[src/aor_pkg.sv]
// Constants shared by the sync, over-range and power-mode register block
package aor_pkg;

	// ************************************************************
	// Register offsets
	// ************************************************************
	localparam logic [9:0] SYNC_REQ_TH_OFS = 10'h210; // Sync request threshold
	localparam logic [9:0] OVER_TH_OFS = 10'h211; // Over-range threshold
	localparam logic [9:0] OVER_CFG_OFS = 10'h213; // Over-range enable and stretch
	localparam logic [9:0] INIT_STATE_OFS = 10'h270;  // Initialization status
	localparam logic [9:0] PWR2_OFS = 10'h29A;        // Power-mode byte 2
	localparam logic [9:0] PWR3_OFS = 10'h29B;        // Power-mode byte 3
	localparam logic [9:0] PWR4_OFS = 10'h29C;        // Power-mode byte 4

	// ************************************************************
	// Reset values
	// ************************************************************
	localparam logic [7:0] SYNC_REQ_TH_RST = 8'h03;
	localparam logic [7:0] OVER_TH_RST = 8'hF2;
	localparam logic [7:0] OVER_CFG_RST = 8'h07;
	localparam logic [7:0] PWR2_RST = 8'h0F;
	localparam logic [7:0] PWR3_RST = 8'h04;
	localparam logic [7:0] PWR4_RST = 8'h1B;

	// ************************************************************
	// Power-mode codes
	// ************************************************************
	localparam logic [7:0] PWR2_LOW = 8'h06;
	localparam logic [7:0] PWR2_HIGH = 8'h0F;
	localparam logic [7:0] PWR3_LOW = 8'h00;
	localparam logic [7:0] PWR3_HIGH = 8'h04;
	localparam logic [7:0] PWR4_LOW = 8'h14;
	localparam logic [7:0] PWR4_HIGH = 8'h1B;

	// ************************************************************
	// Field positions and widths
	// ************************************************************
	localparam int SYNC_REQ_TH_W = 5; // Threshold field in bits 4:0
	localparam int OVER_EN_BIT = 3; // Over-range output enable
	localparam int OVER_N_W = 3; // Stretch field in bits 2:0
	localparam int INIT_DONE_BIT = 0;   // Initialization done flag
	localparam int SMP_W = 12;          // Converter sample width
	localparam int NCH = 4;             // Channel count
	localparam int LOW_CNT_W = 6;       // Consecutive-low counter width
	localparam int STR_W = 10;          // Stretch counter width, holds 4*2^7
	localparam int STR_BASE = 4;        // Stretch base, in sampling cycles
	localparam int INIT_CYCLES = 64;    // Initialization sequence length

endpackage

[src/aor_ovr_if.sv]
// Interface between the register block and the over-range detector
`timescale 1ns/1ps
`default_nettype none
interface aor_ovr_if import aor_pkg::*; ();
	logic [NCH-1:0][SMP_W-1:0] sample; // Signed samples, one per channel
	logic [7:0] thresh;                // Absolute detection level
	logic [OVER_N_W-1:0] stretch; // Pulse stretch exponent
	logic enable;                      // Output enable
	logic [NCH-1:0] flag;              // Stretched over-range flags
	modport ctl (output sample, output thresh, output stretch, output enable, input flag);
	modport det (input sample, input thresh, input stretch, input enable, output flag);
endinterface
`default_nettype wire

[src/aor_ovr_det.sv]
// Per-channel over-range detector with pulse stretching
`timescale 1ns/1ps
`default_nettype none
module aor_ovr_det import aor_pkg::*; (
	// Clock and reset
	input wire logic clk_sys_i,
	input wire logic rst_n_i,
	// Control and flags
	aor_ovr_if.det ovr
);

	// ************************************************************
	// Level scaling
	// ************************************************************
	// Absolute sample on a 256 full-scale grid, 0..256
	function automatic logic [8:0] abs_level(input logic [SMP_W-1:0] s);
		logic [SMP_W-1:0] mag;
		mag = s[SMP_W-1] ? SMP_W'(~s + 1'b1) : s;
		return mag[SMP_W-1:SMP_W-9];
	endfunction

	logic [NCH-1:0][STR_W-1:0] hold; // Remaining stretch cycles
	logic [NCH-1:0] hit;             // Sample at or above threshold
	logic [STR_W-1:0] load_val;      // Stretch length 4*2^N
	assign load_val = STR_W'(STR_BASE) << ovr.stretch;

	// ************************************************************
	// Channel loop
	// ************************************************************
	for (genvar c = 0; c < NCH; c++) begin : g_ch
		assign hit[c] = abs_level(ovr.sample[c]) >= {1'b0, ovr.thresh};
		// Output gated low while disabled
		assign ovr.flag[c] = ovr.enable && (hold[c] != '0);
	end

	// Each new hit restarts only its own channel; one process keeps one writer
	always_ff @(posedge clk_sys_i) begin
		for (int c = 0; c < NCH; c++) begin
			if (!rst_n_i) begin
				hold[c] <= '0;
			end else if (hit[c]) begin
				hold[c] <= load_val;
			end else if (hold[c] != '0) begin
				hold[c] <= hold[c] - 1'b1;
			end
		end
	end
endmodule
`default_nettype wire

[src/aor_regs.sv]
// Sync qualifier, over-range control, init status and power-mode registers
`timescale 1ns/1ps
`default_nettype none
module aor_regs import aor_pkg::*; #(
	parameter int INIT_LEN = INIT_CYCLES // Cycles until initialization completes
) (
	// Clock and reset
	input wire logic clk_sys_i,
	input wire logic rst_n_i,
	// Register port
	input wire logic [9:0] reg_addr_i,
	input wire logic reg_wr_i,
	input wire logic reg_rd_i,
	input wire logic [7:0] reg_wdata_i,
	output logic [7:0] reg_rdata_o,
	output logic reg_rvalid_o,
	// Serial link sync
	input wire logic sync_n_i,
	output logic resync_req_o,
	// Converter samples
	input wire logic [NCH-1:0][SMP_W-1:0] sample_i,
	// Over-range outputs
	output logic overrange_out_a_o,
	output logic overrange_out_b_o,
	output logic overrange_out_c_o,
	output logic overrange_out_d_o,
	// Status and mode
	output logic init_done_o,
	output logic low_power_o,
	output logic [7:0] power_mode_value2_o,
	output logic [7:0] power_mode_value3_o,
	output logic [7:0] power_mode_value4_o
);

	// ************************************************************
	// Register storage
	// ************************************************************
	logic [7:0] sync_request_threshold; // Sync threshold register
	logic [7:0] overrange_threshold;    // Over-range level
	logic [7:0] overrange_config;       // Enable and stretch
	logic [7:0] power_mode_byte2;       // Power-mode byte 2
	logic [7:0] power_mode_byte3;       // Power-mode byte 3
	logic [7:0] power_mode_byte4;       // Power-mode byte 4
	logic [7:0] rdata;                  // Registered read data
	logic rvalid;                       // Read answer strobe

	// ************************************************************
	// Write decode
	// ************************************************************
	wire wr_sync = reg_wr_i && reg_addr_i == SYNC_REQ_TH_OFS;
	wire wr_overrange_threshold = reg_wr_i && reg_addr_i == OVER_TH_OFS;
	wire wr_overrange_config = reg_wr_i && reg_addr_i == OVER_CFG_OFS;
	wire wr_pwr2 = reg_wr_i && reg_addr_i == PWR2_OFS;
	wire wr_pwr3 = reg_wr_i && reg_addr_i == PWR3_OFS;
	wire wr_pwr4 = reg_wr_i && reg_addr_i == PWR4_OFS;

	// Writable registers; reserved bits are stored as written,
	// software is expected to keep them zero
	always_ff @(posedge clk_sys_i) begin
		if (!rst_n_i) begin
			sync_request_threshold <= SYNC_REQ_TH_RST;
			overrange_threshold <= OVER_TH_RST;
			overrange_config <= OVER_CFG_RST;
			power_mode_byte2 <= PWR2_RST;
			power_mode_byte3 <= PWR3_RST;
			power_mode_byte4 <= PWR4_RST;
		end else begin
			if (wr_sync) begin
				sync_request_threshold <= reg_wdata_i;
			end
			if (wr_overrange_threshold) begin
				overrange_threshold <= reg_wdata_i;
			end
			if (wr_overrange_config) begin
				overrange_config <= reg_wdata_i;
			end
			if (wr_pwr2) begin
				power_mode_byte2 <= reg_wdata_i;
			end
			if (wr_pwr3) begin
				power_mode_byte3 <= reg_wdata_i;
			end
			if (wr_pwr4) begin
				power_mode_byte4 <= reg_wdata_i;
			end
		end
	end

	// ************************************************************
	// Initialization sequencer
	// ************************************************************
	typedef enum logic [1:0] {
		INIT_BUSY = 2'h1,
		INIT_DONE = 2'h2
	} aor_init_t;
	aor_init_t init_st;                  // Sequencer state
	aor_init_t next_init_st;             // Next sequencer state
	logic [$clog2(INIT_LEN+1)-1:0] init_cnt; // Elapsed init cycles
	wire init_last = init_cnt == ($bits(init_cnt))'(INIT_LEN - 1);

	// Sequencer transition
	always_comb begin
		case (init_st)
			INIT_BUSY: next_init_st = init_last ? INIT_DONE : INIT_BUSY;
			INIT_DONE: next_init_st = INIT_DONE;
			default: next_init_st = INIT_BUSY;
		endcase
	end

	// Counter only runs while busy
	always_ff @(posedge clk_sys_i) begin
		if (!rst_n_i) begin
			init_st <= INIT_BUSY;
			init_cnt <= '0;
		end else begin
			init_st <= next_init_st;
			init_cnt <= (init_st == INIT_BUSY) ? init_cnt + 1'b1 : init_cnt;
		end
	end
	wire init_done = init_st == INIT_DONE;
	assign init_done_o = init_done;

	// ************************************************************
	// Read path
	// ************************************************************
	// Unmapped offsets read zero; status reserved bits read zero
	logic [7:0] rd_mux;
	always_comb begin
		case (reg_addr_i)
			SYNC_REQ_TH_OFS: rd_mux = sync_request_threshold;
			OVER_TH_OFS: rd_mux = overrange_threshold;
			OVER_CFG_OFS: rd_mux = overrange_config;
			INIT_STATE_OFS: rd_mux = {7'h00, init_done};
			PWR2_OFS: rd_mux = power_mode_byte2;
			PWR3_OFS: rd_mux = power_mode_byte3;
			PWR4_OFS: rd_mux = power_mode_byte4;
			default: rd_mux = 8'h00;
		endcase
	end

	// Read answer one cycle after the request
	always_ff @(posedge clk_sys_i) begin
		if (!rst_n_i) begin
			rdata <= 8'h00;
			rvalid <= 1'b0;
		end else begin
			rdata <= reg_rd_i ? rd_mux : rdata;
			rvalid <= reg_rd_i;
		end
	end
	assign reg_rdata_o = rdata;
	assign reg_rvalid_o = rvalid;

	// ************************************************************
	// Sync request qualifier
	// ************************************************************
	logic [LOW_CNT_W-1:0] low_cnt;      // Consecutive low samples
	logic [LOW_CNT_W-1:0] next_low_cnt; // Saturating next count
	logic resync;                       // Qualified request
	wire [LOW_CNT_W-1:0] sync_limit = {1'b0, sync_request_threshold[SYNC_REQ_TH_W-1:0]};
	assign next_low_cnt = sync_n_i ? '0 : (&low_cnt ? low_cnt : low_cnt + 1'b1);

	// A short low pulse never exceeds the limit and leaves no trace
	always_ff @(posedge clk_sys_i) begin
		if (!rst_n_i) begin
			low_cnt <= '0;
			resync <= 1'b0;
		end else begin
			low_cnt <= next_low_cnt;
			resync <= next_low_cnt > sync_limit;
		end
	end
	assign resync_req_o = resync;

	// ************************************************************
	// Over-range detector
	// ************************************************************
	aor_ovr_if ovr ();
	assign ovr.sample = sample_i;
	assign ovr.thresh = overrange_threshold;
	assign ovr.stretch = overrange_config[OVER_N_W-1:0];
	assign ovr.enable = overrange_config[OVER_EN_BIT];

	aor_ovr_det u_det (
		.clk_sys_i(clk_sys_i),
		.rst_n_i(rst_n_i),
		.ovr(ovr.det)
	);
	assign overrange_out_a_o = ovr.flag[0];
	assign overrange_out_b_o = ovr.flag[1];
	assign overrange_out_c_o = ovr.flag[2];
	assign overrange_out_d_o = ovr.flag[3];

	// ************************************************************
	// Power mode
	// ************************************************************
	// Low power only when every byte holds its low code; a mixed or
	// reserved setting falls back to high performance
	wire all_low = power_mode_byte2 == PWR2_LOW && power_mode_byte3 == PWR3_LOW
		&& power_mode_byte4 == PWR4_LOW;
	assign low_power_o = all_low;
	assign power_mode_value2_o = power_mode_byte2;
	assign power_mode_value3_o = power_mode_byte3;
	assign power_mode_value4_o = power_mode_byte4;
endmodule
`default_nettype wire

[config.mk]
export PLATFORM = sky130hd
export DESIGN_NAME = aor_regs
export DESIGN_NICKNAME = d
export VERILOG_FILES = /design/src/aor_pkg.sv /design/src/aor_ovr_if.sv /design/src/aor_ovr_det.sv /design/src/aor_regs.sv
export SDC_FILE = /design/constraint.sdc
export NUM_CORES = 1
export LEC_CHECK = 0
export ABC_AREA = 1
export BUFFER_PORTS_ARGS = -buffer_cell sky130_fd_sc_hd__buf_2
export CAP_MARGIN = 20
export CORE_MARGIN = 8
export CORE_UTILIZATION = 49
export DETAILED_ROUTE_END_ITERATION = 10
export GPL_ROUTABILITY_DRIVEN = 0
export PLACE_DENSITY = 0.7
export SYNTH_ARGS = -nofsm -noshare
export SYNTH_HDL_FRONTEND = slang
export SYNTH_SLANG_ARGS = --single-unit
[constraint.sdc]
create_clock -name clk_sys_i -period 2.6 [get_ports clk_sys_i]
set_clock_uncertainty 0.15 [all_clocks]
set_input_delay 0.13 -clock clk_sys_i [delete_from_list [all_inputs] [get_ports clk_sys_i]]
set_output_delay 0.13 -clock clk_sys_i [all_outputs]
set_load 0.005 [all_outputs]
# Yosys cells after proc, flatten, opt, wreduce, memory -nomap -nowiden
# Cells that the tools add are included.
[totals] ff_bits=113 output_inout_bits=40
[classes] add_sub_neg=10 magnitude_cmp=5 n_eq_ne=12 n_shift=1 mux=17 bitwise_logic=4 n_reduce_logical=22
[op_table] op="10-bit two-way mux" n=8
[op_table] op="10-bit equality test (second input constant)" n=7
[op_table] op="8-bit one-hot mux with 7 select lines" n=1
[op_table] op="12-bit by 1-bit adder with 12-bit output (second input constant)" n=4
[op_table] op="12-bit two-way mux" n=4
[op_table] op="12-bit inverter" n=4
[op_table] op="10-bit nonzero test" n=4
[op_table] op="10-bit by 1-bit subtractor with 10-bit output (second input constant)" n=4
[op_table] op="9-bit by 8-bit greater-or-equal comparator with 1-bit output" n=4
[op_table] op="1-bit logical AND" n=12
[op_table] op="6-bit two-way mux" n=2
[op_table] op="3-bit by 3-bit << shifter with 10-bit output (first input constant)" n=1
[op_table] op="8-bit by 3-bit equality test with 1-bit output (second input constant)" n=1
[op_table] op="8-bit by 5-bit equality test with 1-bit output (second input constant)" n=1
[op_table] op="8-bit logical NOT" n=1
[op_table] op="2-bit nonzero test" n=4
[op_table] op="7-bit by 1-bit adder with 7-bit output (second input constant)" n=1
[op_table] op="7-bit by 6-bit equality test with 1-bit output (second input constant)" n=1
[op_table] op="6-bit by 1-bit adder with 6-bit output (second input constant)" n=1
[op_table] op="6-bit by 5-bit greater-than comparator with 1-bit output" n=1
[op_table] op="6-bit AND reduction" n=1
[op_table] op="2-bit one-hot mux with 2 select lines" n=1
[op_table] op="2-bit by 1-bit equality test with 1-bit output (second input constant)" n=1
[op_table] op="2-bit equality test (second input constant)" n=1
[op_table] op="2-bit two-way mux" n=1

# Depth between registers and ports, before layout
# Gate-level depths: netlist (run 1).
[depth] word_depth=5 mapped_depth=21 depth_no_buf=21

# Modules after synthesis
# From an unflattened synthesis (run 1), not the netlist that was laid out.
[unflattened] cells_unflattened=1114 area_unflattened_um2=7718.7
[by_module_without_submodules] mod="aor_ovr_det" n_inst=1 cells_per_inst=607 area_per_inst_um2=3996.3 seq_area_each_um2=800.8
[by_module_without_submodules] mod="aor_regs" n_inst=1 cells_per_inst=507 area_per_inst_um2=3722.3 seq_area_each_um2=1461.4

# Worst setup path after synthesis (run 1)
# OpenSTA, ideal clock, no wires.
[synth_timing] path_kind="input to register" startpoint="input port sample_i[13] in the netlist's numbering" endpoint="register u_det.hold[14] in the netlist's numbering" arrival_ns=2.102 required_ns=2.322 path_slack_ns=0.220 cell_stages=19 path_buffers=0 path_cell_list="nor2_1 -> nand2_1 -> nor2_1 -> nand2_1 -> o21ai_0 -> nand2_1 -> o21ai_0 -> xor2_1 -> ha_1 -> nand2_1 -> inv_1 -> nand2_1 -> nand2_1 -> nand2_1 -> nand2_2 -> inv_1 -> nand2_1 -> nand2_1 -> nor2_1"
[synth_between] elab_chain_cells=5
[synth_rtl] item="start, declared" line_no="aor_regs.sv:21" rtl="input wire logic [NCH-1:0][SMP_W-1:0] sample_i,"
[synth_rtl] item="12-bit inverter *" line_no="aor_ovr_det.sv:18" rtl="mag = s[SMP_W-1] ? SMP_W'(~s + 1'b1) : s;"
[synth_rtl] item="12-bit by 1-bit adder with 12-bit output *" line_no="aor_ovr_det.sv:18"
[synth_rtl] item="12-bit two-way mux *" line_no="aor_ovr_det.sv:18"
[synth_rtl] item="9-bit by 8-bit greater-or-equal comparator with 1-bit output *" line_no="aor_ovr_det.sv:31" rtl="assign hit[c] = abs_level(ovr.sample[c]) >= {1'b0, ovr.thresh};"
[synth_rtl] item="10-bit two-way mux / 2-bit nonzero test (equally long branches)"
[synth_rtl] item="end signal, assigned by index" line_no="aor_ovr_det.sv:42" rtl="hold[c] <= load_val;"
[synth_rtl] item="end signal, assigned by index" line_no="aor_ovr_det.sv:44" rtl="hold[c] <= hold[c] - 1'b1;"
[synth_rtl] item="end, declared" line_no="aor_ovr_det.sv:22" rtl="logic [NCH-1:0][STR_W-1:0] hold;"
# Every way passes the cells marked *; elsewhere a longest branch is shown, timed or not.
# A chain may end at the register's enable or synchronous reset.

# Final worst setup path (run 1)
[layout_timing] startpoint="register u_det.hold[10] in the netlist's numbering" endpoint="output port overrange_out_b_o"
[layout_between] elab_chain_cells=2
[layout_rtl] item="10-bit nonzero test" line_no="aor_ovr_det.sv:33" rtl="assign ovr.flag[c] = ovr.enable && (hold[c] != '0);"
[layout_rtl] item="1-bit logical AND" line_no="aor_ovr_det.sv:33"
[layout_rtl] item="end, declared" line_no="aor_regs.sv:24" rtl="output logic overrange_out_b_o,"
# No other way between the ends.

==> results, run 1 <==
- The flow ran to the end, and the final reports show no timing, DRC or antenna violations.
- The synthesized instance count is between 1000 and 1500.
- The total wirelength of the detailed-routed design is about 20000 um.
- STA classifies the critical path endpoint as a primary output.
- STA classifies the critical path startpoint as a flip-flop.
- After clock tree synthesis, the setup repair step added 0 buffers.
- The path type of the worst setup path is flip-flop to primary output.
- The detailed router placed around 7200 vias in this run.
- TritonCTS built the clock tree.
- The number of flops mapped to enable cells by yosys is 0.
- The largest fanout of any net on the critical path is 8.
- On the worst path, the slowest cell contributes a delay of between 0.2 and 0.3 ns.
- The count of yosys warnings during synthesis is 0.
- The total routing usage reported by global routing is roughly a fifth.
- The maximum VDD drop is 0.000500 V.
- The total number of nets in the final design is roughly 1300.
- The slowest stage of the critical path belongs to the cell dfxtp_1.
- The number of flip-flops and latches in the synthesized netlist is approximately 110.
- The share of synthesized area occupied by flip-flops and latches is 30.9%.
- Clock latency on the worst-skew pair, taken at its later pin, is around 0.43 ns.
- The number of max-slew violations in the final report is 0.
- The most common library cell in the layout ignoring fill and taps is nand2_1.
- The minimum clock period after layout is approximately 2.4 ns.
- Summing every instance area after synthesis gives roughly 0.0073 mm^2.
- The first-pass iteration count of the detailed router is 7.
- The maximum achievable frequency is roughly 410 MHz.
- The per-cell routed wire length is 14.6 um.
- The most numerous cell type found on the critical path is inv_1.
- The post-synth net total is roughly 1200.
- The number of buffers on the longest clock path is 2.
- The start point of the worst hold path is reg_wdata_i[1].
- In this run, placement finished with an instance count of ~1300.
- Of the cells placed in the final design, the portion with a size suffix greater than 1 is roughly 16%.
- The die area is around 0.019 mm^2.
- The worst flop-to-flop path startpoint is low_cnt[0].
- In this run the core area contains 44 standard-cell rows.
- In this run the static leakage power is 4.46 nW.
- The power per standard cell area is 758 mW/mm^2.
- The core region is around 0.015 mm^2.
- The number of design-rule violations left by the first detailed-router iteration is approximately 480.
- The count of distinct cell types in the synthesized netlist is 44.
- The worst hold path terminates at power_mode_value3_o[1].
- The net load switching power is 2.33 mW.
- In this run the tightest slew margin relative to its limit is 51.6%.
- The critical path contains buffers and inverters numbering 3 combined.
- The commonest register cell after synthesis is dfxtp_1.
- The port buffer count is between 100 and 150.
- The remaining design rule violation count is 0.
- The number of antenna diodes in the final layout is 0.
- Excluding fillers, the count of instances in the completed layout stands at between 1000 and 1500.
- The sequential share of power is around a third.
- The number of global-route vias before repair is about 7000.
- Of the total power, the share spent switching nets is roughly a third.
- The clock drives around 110 sinks.
- Pin placement for this block handled ~110 I/O pins.
- Summed over all layers, the global routing overflow is 0.
- The part of the total power dissipated in combinational logic is around a third.
- The first global-routing pass estimated 33500 um of wire.
- The capturing point of the worst reg2reg path is resync_req_o.
- Setup violations remaining at the end of the flow were counted as 0.
- The portion of total power attributed to the clock network is 35.6%.
- The floorplan step set the die width to between 100 and 150 um.
- Summing all multi-input logic gate instances after layout gives roughly 0.0043 mm^2.
- The worst min-delay path category is primary input to flip-flop.
- The maximum number of pins on one net before global-route repair is 62.
- Of all flip-flops after synthesis, the portion carrying an async set or reset was 0%.
- The slew at the pin closest to its max-slew limit is 0.721 ns.
- Averaged over all synthesized cells, the footprint is between 6 and 7 um^2.
- The post-detailed-route count of antenna-violating nets is 0.
- The area taken by flip-flops and latches is about 0.0023 mm^2.
- The initial core utilization is between 50% and 60%.
- The endpoint arrival time on the critical path is about 2.1 ns.
- The clock buffer count from CTS is 17.
- STA puts the critical path data required time at around 2.3 ns.
- The register clock-pin slew on the reported worst setup and hold paths is 0.06 ns.
- In the routed layout, each cell is associated on average with a via count of 5.22.
- The synthesis-to-finish area growth is 19.4%.
- The max-cap check violation count is 0.
- The depth of the CTS H-tree is 4.
- The gate family responsible for the most delay along the worst path is simple AND/OR/NAND/NOR gates.
- Setup repair after global routing left no endpoint under its margin.
- The internal reg-to-reg setup slack is 0.24 ns.
- The floorplan step set the die height to 138 um.
- The internal power of the cells totals 4.29 mW.
- Traced cell by cell, the critical path runs through inv_1 > ha_1 > nand3_1 > nor3_1 > nand2_1 > inv_1 > nor2_1 > buf_2.
- The worst hold path was traced through 3 stages.
- Leaving out fill and tap cells, the most frequent cells in the layout are nand2_1 (223), inv_1 (145), nor2_1 (125), dfxtp_1 (113), buf_2 (110).
- The filler cells instantiated in the layout total 1407.
- The sum of negative setup slack is 0 ns.
- Measured in cells, the most critical reg-to-reg path has a length of 13.
- The share of the cycle needed by the critical path after routing is just over 90%.
- The final hold violation count is 0.
- The CTS root buffer is clkbuf_16.
- Detailed placement finished with a half-perimeter wire length of ~15000 um.
- The initial antenna violation count came to 0.
layout make-up:
type / instances / share of cell area [%]
sequential: 113 / 25.9
clock inverter: 14 / 1.76
timing repair buffer: 130 / 8.29
clock buffer: 18 / 5.03
multi-input combinational: 777 / 49.8
tap: 184 / 2.64
inverter: 152 / 6.54
what timing repair did:
item | CTS | global route
hold endpoints to repair | 46 | 0
gates resized for setup | 0 | 2
endpoints found under the setup margin | 0 | 1
hold buffers | 9 | 0
stage by stage:
stage	hold WS [ns]	power [mW]	utilization [%]	area, um^2	worst slack (ns)
finish	0.0380	6.61	60.0	8730	0.184
floorplan	0.110	3.81	-	7310	0.220
detailed placement	0.270	4.24	55.3	8040	0.0275
global placement	0.270	4.22	55.3	8040	0.0682
global route	0.0744	7.07	60.0	8730	0.0262
CTS	0.0324	6.63	60.0	8720	0.131
synth_stat cells, drive strengths merged (2+ instances only):
library cell	instances	area (um^2)
nand3	44	240
nand2	230	886
o211a	2	20.0
nor3	30	178
a21oi	71	363
nor4	6	37.5
o211ai	21	178
and2	3	18.8
ha	45	563
or2	3	18.8
nor2	138	576
nand4	43	297
o21ai	64	320
a211oi	6	45.0
nand3b	2	15.0
o21bai	2	15.0
a31oi	3	18.8
inv	149	559
clkbuf	12	45.0
xnor2	15	131
clkinv	3	11.3
xor2	45	394
dfxtp	113	2260
buf	11	91.3
routing by layer:
layer,part of all wire (%),wire length (um),GRT usage [%]
met4,2.0,398,7.04
met3,4.9,986,4.83
met1,45,9010,25.4
met2,49,9830,35.8
met5,0,0,0
worst reg2reg max path: cells and delay by family, from the launching register on:
| family | cells | cell delay (ns) |
|---|---|---|
| buf+inv | 1 | 0.09 |
| simple gates | 6 | 0.66 |
| fa+ha+maj | 2 | 0.47 |
| flops | 1 | 0.37 |
| compound gates | 4 | 0.50 |
power groups by stage:
stage	sequential, mW	combinational, mW	clock (mW)
2_1_floorplan	2.11	1.69	0
3_5_place_dp	2.14	2.09	0
3_3_place_gp	2.14	2.07	0
5_1_grt	2.14	2.46	2.46
6_report	2.11	2.15	2.35
4_1_cts	2.11	2.14	2.37
kinds of logic (layout without fill, tap and decap cells):
kind of cell	count (synthesis)	after routing	share of synthesized area, %
AO/OA/AOI/OAI	171	171	13.3
XOR/XNOR	60	60	7.19
adder cells (fa/ha/maj)	45	45	7.70
buffers and inverters	175	314	9.67
flip-flops	113	113	30.9
AND/OR/NAND/NOR	501	501	31.2
worst max path at each step:
stage	start	to	slack (ns)	cells past startpoint
floorplan	sample_i[13]	u_det.hold[14]	0.22	19
global placement	sample_i[13]	u_det.hold[14]	0.07	20
detailed placement	sample_i[13]	u_det.hold[13]	0.03	20
CTS	low_cnt[0]	resync_req_o	0.13	13
global route	low_cnt[0]	resync_req_o	0.03	13
finish	u_det.hold[10]	overrange_out_b_o	0.18	8
sequential cells by signal (all words and copies together), names as in the netlist, 6 cells and up:
| register | flops |
|---|---|
| init_cnt | 7 |
| low_cnt | 6 |
| overrange_config | 8 |
| overrange_threshold | 8 |
| power_mode_value2_o | 8 |
| power_mode_value3_o | 8 |
| power_mode_value4_o | 8 |
| reg_rdata_o | 8 |
| sync_request_threshold | 8 |
| u_det.hold | 40 |
(Power assumes the default switching activity.)
==> run 2: changes to the inputs <==
--- a/config.mk
+++ b/config.mk
@@ -6,7 +6,7 @@
 export NUM_CORES = 1
 export LEC_CHECK = 0
 export ABC_AREA = 1
-export BUFFER_PORTS_ARGS = -buffer_cell sky130_fd_sc_hd__buf_2
+export BUFFER_PORTS_ARGS = -buffer_cell sky130_fd_sc_hd__buf_4
 export CAP_MARGIN = 20
 export CORE_MARGIN = 8
 export CORE_UTILIZATION = 49
==> run 2 against run 1 <==
Non-clock buffer count up 2. Routed wire length up 0.43%. Sequential power about the same. Critical path depth unchanged. Count of clock-buffer cells in the layout unchanged. Utilization up 2.4 points. Sequential share of layout area down 0.98 points. Register-to-register slack worse by 0.03 ns. First-iteration DRC count down 11%. Hold slack better by 0.035 ns. Flip-flop and latch count unchanged. Highest routed layer unchanged.
==> results, run 2 (same netlist as run 1, synthesis figures left out) <==
- Status: completed (unchanged).
- The start point of the worst hold path is reg_wdata_i[1] (unchanged).
- The synthesis-to-finish area growth is 24.2% (was 19.4%).
- The worst-path cell with the longest stage delay is dfxtp_1 (unchanged).
- The uppermost metal layer occupied by signal nets is met4 (unchanged).
- The total routing usage reported by global routing came to 21.3% (was 21.0%).
- The top register by number of flip-flops is u_det.hold (unchanged).
- The number of buffers on the longest clock path is 2 (unchanged).
- The detailed-routing wirelength on met1 is 9120 um (was 9010 um).
- The I/O pin count is 111 (unchanged).
- The height of the chip was 138 um (unchanged).
- The worst slew slack as a fraction of its limit is 49.8% (was 51.6%).
- The internal reg-to-reg setup slack is 0.21 ns (was 0.24 ns).
- The remaining design rule violation count is 0 (unchanged).
- The total wirelength of the detailed-routed design is 20300 um (was 20200 um).
- The post-layout total power is 6.85 mW (was 6.61 mW).
- The initial antenna violation count is 0 (unchanged).
- The share of the cycle needed by the critical path after routing is 94.5% (was 92.9%).
- The sum of net half-perimeters after detailed placement is 15300 um (was 15200 um).
- The sort of element at the end of the critical path is a primary output (unchanged).
- The worst path setup slack after routing is 0.144 ns (was 0.184 ns).
- The minimum clock period after layout was 2.46 ns (was 2.42 ns).
- The total grt overflow was 0 (unchanged).
- The total via count after detailed routing is 7208 (was 7249).
- The required time reported for the critical path endpoint is 2.32 ns (about the same).
- The max-cap check violation count was 0 (unchanged).
- The post-detailed-route via-to-cell ratio is 5.19 (was 5.22).
- Highest-count cells in the layout ignoring fill and taps: nand2_1 (223), inv_1 (145), nor2_1 (124), buf_4 (123), dfxtp_1 (111) (was nand2_1 (223), inv_1 (145), nor2_1 (125), dfxtp_1 (113), buf_2 (110)).
- The per-cell routed wire length is 14.6 um (about the same).
- The leakage power summed over all cells was 4.57 nW (was 4.46 nW).
- The number of cells on the worst hold path was 3 (unchanged).
- The final hold violation count came to 0 (unchanged).
- The number of antenna diodes is 0 (unchanged).
- The row count was 44 (unchanged).
- The worst slack after detailed placement was 0.0306 ns (was 0.0275 ns).
- The layout cell share with drive strength beyond 1 came to 16.7% (was 16.3%).
- The end point of the worst hold path is power_mode_value3_o[1] (unchanged).
- The number of flip-flops under the largest register name is 40 (unchanged).
- The endpoint arrival time on the critical path was 2.18 ns (was 2.14 ns).
- The largest fanout of any net on the critical path is 8 (unchanged).
- The number of design-rule violations left by the first detailed-router iteration is 426 (was 479).
- The worst-case reg-to-reg path depth was 13 (unchanged).
- The die width is 138 um (unchanged).
- The most common library cell in the layout ignoring fill and taps is nand2_1 (unchanged).
- The first-pass iteration count of the detailed router came to 5 (was 7).
- The clock buffer count from CTS was 17 (unchanged).
- The maximum VDD drop came to 0.000508 V (was 0.000500 V).
- The die area is 0.0191 mm^2 (unchanged).
- The number of max-slew violations in the final report is 0 (unchanged).
- The fill cell total of the finished layout is 1432 (was 1407).
- The CTS tree is yes (unchanged).
- The register clock-pin slew on the reported worst setup and hold paths came to 0.05 ns (was 0.06 ns).
- The global-route wire length before repair is 34200 um (was 33500 um).
- The maximum achievable frequency came to 407 MHz (was 414 MHz).
- The path type of the worst setup path was flip-flop to primary output (unchanged).
- The clock latency of the later-clocked register in the worst-skew pair was 0.41 ns (was 0.43 ns).
- The total length of routed met3 wires came to 796 um (was 986 um).
- The maximum number of pins on one net before global-route repair was 62 (unchanged).
- The met2 wirelength from detailed routing is 9880 um (was 9830 um).
- The CTS root buffer is clkbuf_16 (unchanged).
- The initial core utilization is 50.3% (unchanged).
- The slew at the pin closest to its max-slew limit is 0.747 ns (was 0.721 ns).
- The depth of the CTS H-tree was 4 (unchanged).
- The TritonCTS sink count is 113 (unchanged).
- The area taken by flip-flops and latches is 0.00226 mm^2 (about the same).
- The area inside the core boundary is 0.0145 mm^2 (unchanged).
- The power per standard cell area is 754 mW/mm^2 (was 758 mW/mm^2).
- The element type at the critical path start is a flip-flop (unchanged).
- List of cells traversed by the critical path: inv_1 > ha_1 > nand3_1 > nor3_1 > nand2_1 > inv_1 > nor2_1 > buf_4 (was inv_1 > ha_1 > nand3_1 > nor3_1 > nand2_1 > inv_1 > nor2_1 > buf_2).
- The number of global-route vias before repair is 7024 (was 6988).
- The post-detailed-route count of antenna-violating nets came to 0 (unchanged).
- The area used by multi-input combinational logic is 0.00435 mm^2 (about the same).
- The maximum cell stage delay along the critical path is 0.30 ns (was 0.29 ns).
- The setup-violating endpoint count in the final report came to 0 (unchanged).
- The capturing point of the worst reg2reg path was resync_req_o (unchanged).
- The worst flop-to-flop path startpoint is low_cnt[0] (unchanged).
- The total number of nets in the final design is 1309 (was 1307).
- The critical path's most frequent cell is inv_1 (unchanged).
- The port buffer count is 110 (unchanged).
- The worst min-delay path category is primary input to flip-flop (unchanged).
-- run 2: report_power, final --
part | switching [mW] | total, mW | internal [mW]
clock | 0.834 | 2.55 | 1.72
combinational | 1.27 | 2.18 | 0.915
sequential | 0.152 | 2.11 | 1.96
total | 2.25 | 6.85 | 4.60
-- run 2: critical path: cells and delay by family (launching register included) --
kind          cells  cell delay (ns)
fa+ha+maj         1             0.23
simple gates      4             0.75
flops             1             0.30
buf+inv           3             0.49
-- run 2: how the worst max path moves through the flow --
stage | startpoint | endpoint | slack (ns) | cells after the start
floorplan | sample_i[13] | u_det.hold[14] | 0.22 | 19
global placement | sample_i[13] | u_det.hold[14] | 0.09 | 20
detailed placement | sample_i[13] | u_det.hold[15] | 0.03 | 20
CTS | low_cnt[0] | resync_req_o | 0.08 | 13
global route | low_cnt[0] | resync_req_o | -0.01 | 13
finish | u_det.hold[10] | overrange_out_b_o | 0.14 | 8
-- run 2: through the flow --
stage | instances | setup TNS (ns) | hold slack (ns) | util (%) | cell area, um^2
after floorplan | 1065 | 0 | 0.110 | - | 7310
after global placement | 1348 | 0 | 0.219 | 57.2 | 8320
after detailed placement | 1348 | 0 | 0.217 | 57.2 | 8320
after CTS | 1389 | 0 | 0.0704 | 62.3 | 9060
after global routing | 1390 | -0.00973 | 0.0766 | 62.5 | 9080
final | 1390 | 0 | 0.0728 | 62.5 | 9080
-- run 2: routing by layer --
layer  GRT usage [%]  vias up
met1            25.7     3253
met4            9.10        0
met3            3.73       35
met5               0        -
met2            36.3      168
li1                -     3752
-- run 2: area by class of cell --
class / count / share of cell area [%]
sequential: 113 / 24.9
timing repair buffer: 132 / 11.2
multi-input combinational: 777 / 47.9
inverter: 152 / 6.28
tap: 184 / 2.54
clock inverter: 14 / 2.33
clock buffer: 18 / 4.84
-- run 2: what timing repair did --
item                       CTS  global route
hold endpoints to repair    50             0
setup endpoints to repair    0             1
hold buffers                 9             0
resized for setup            0             5
setup buffers                0             1
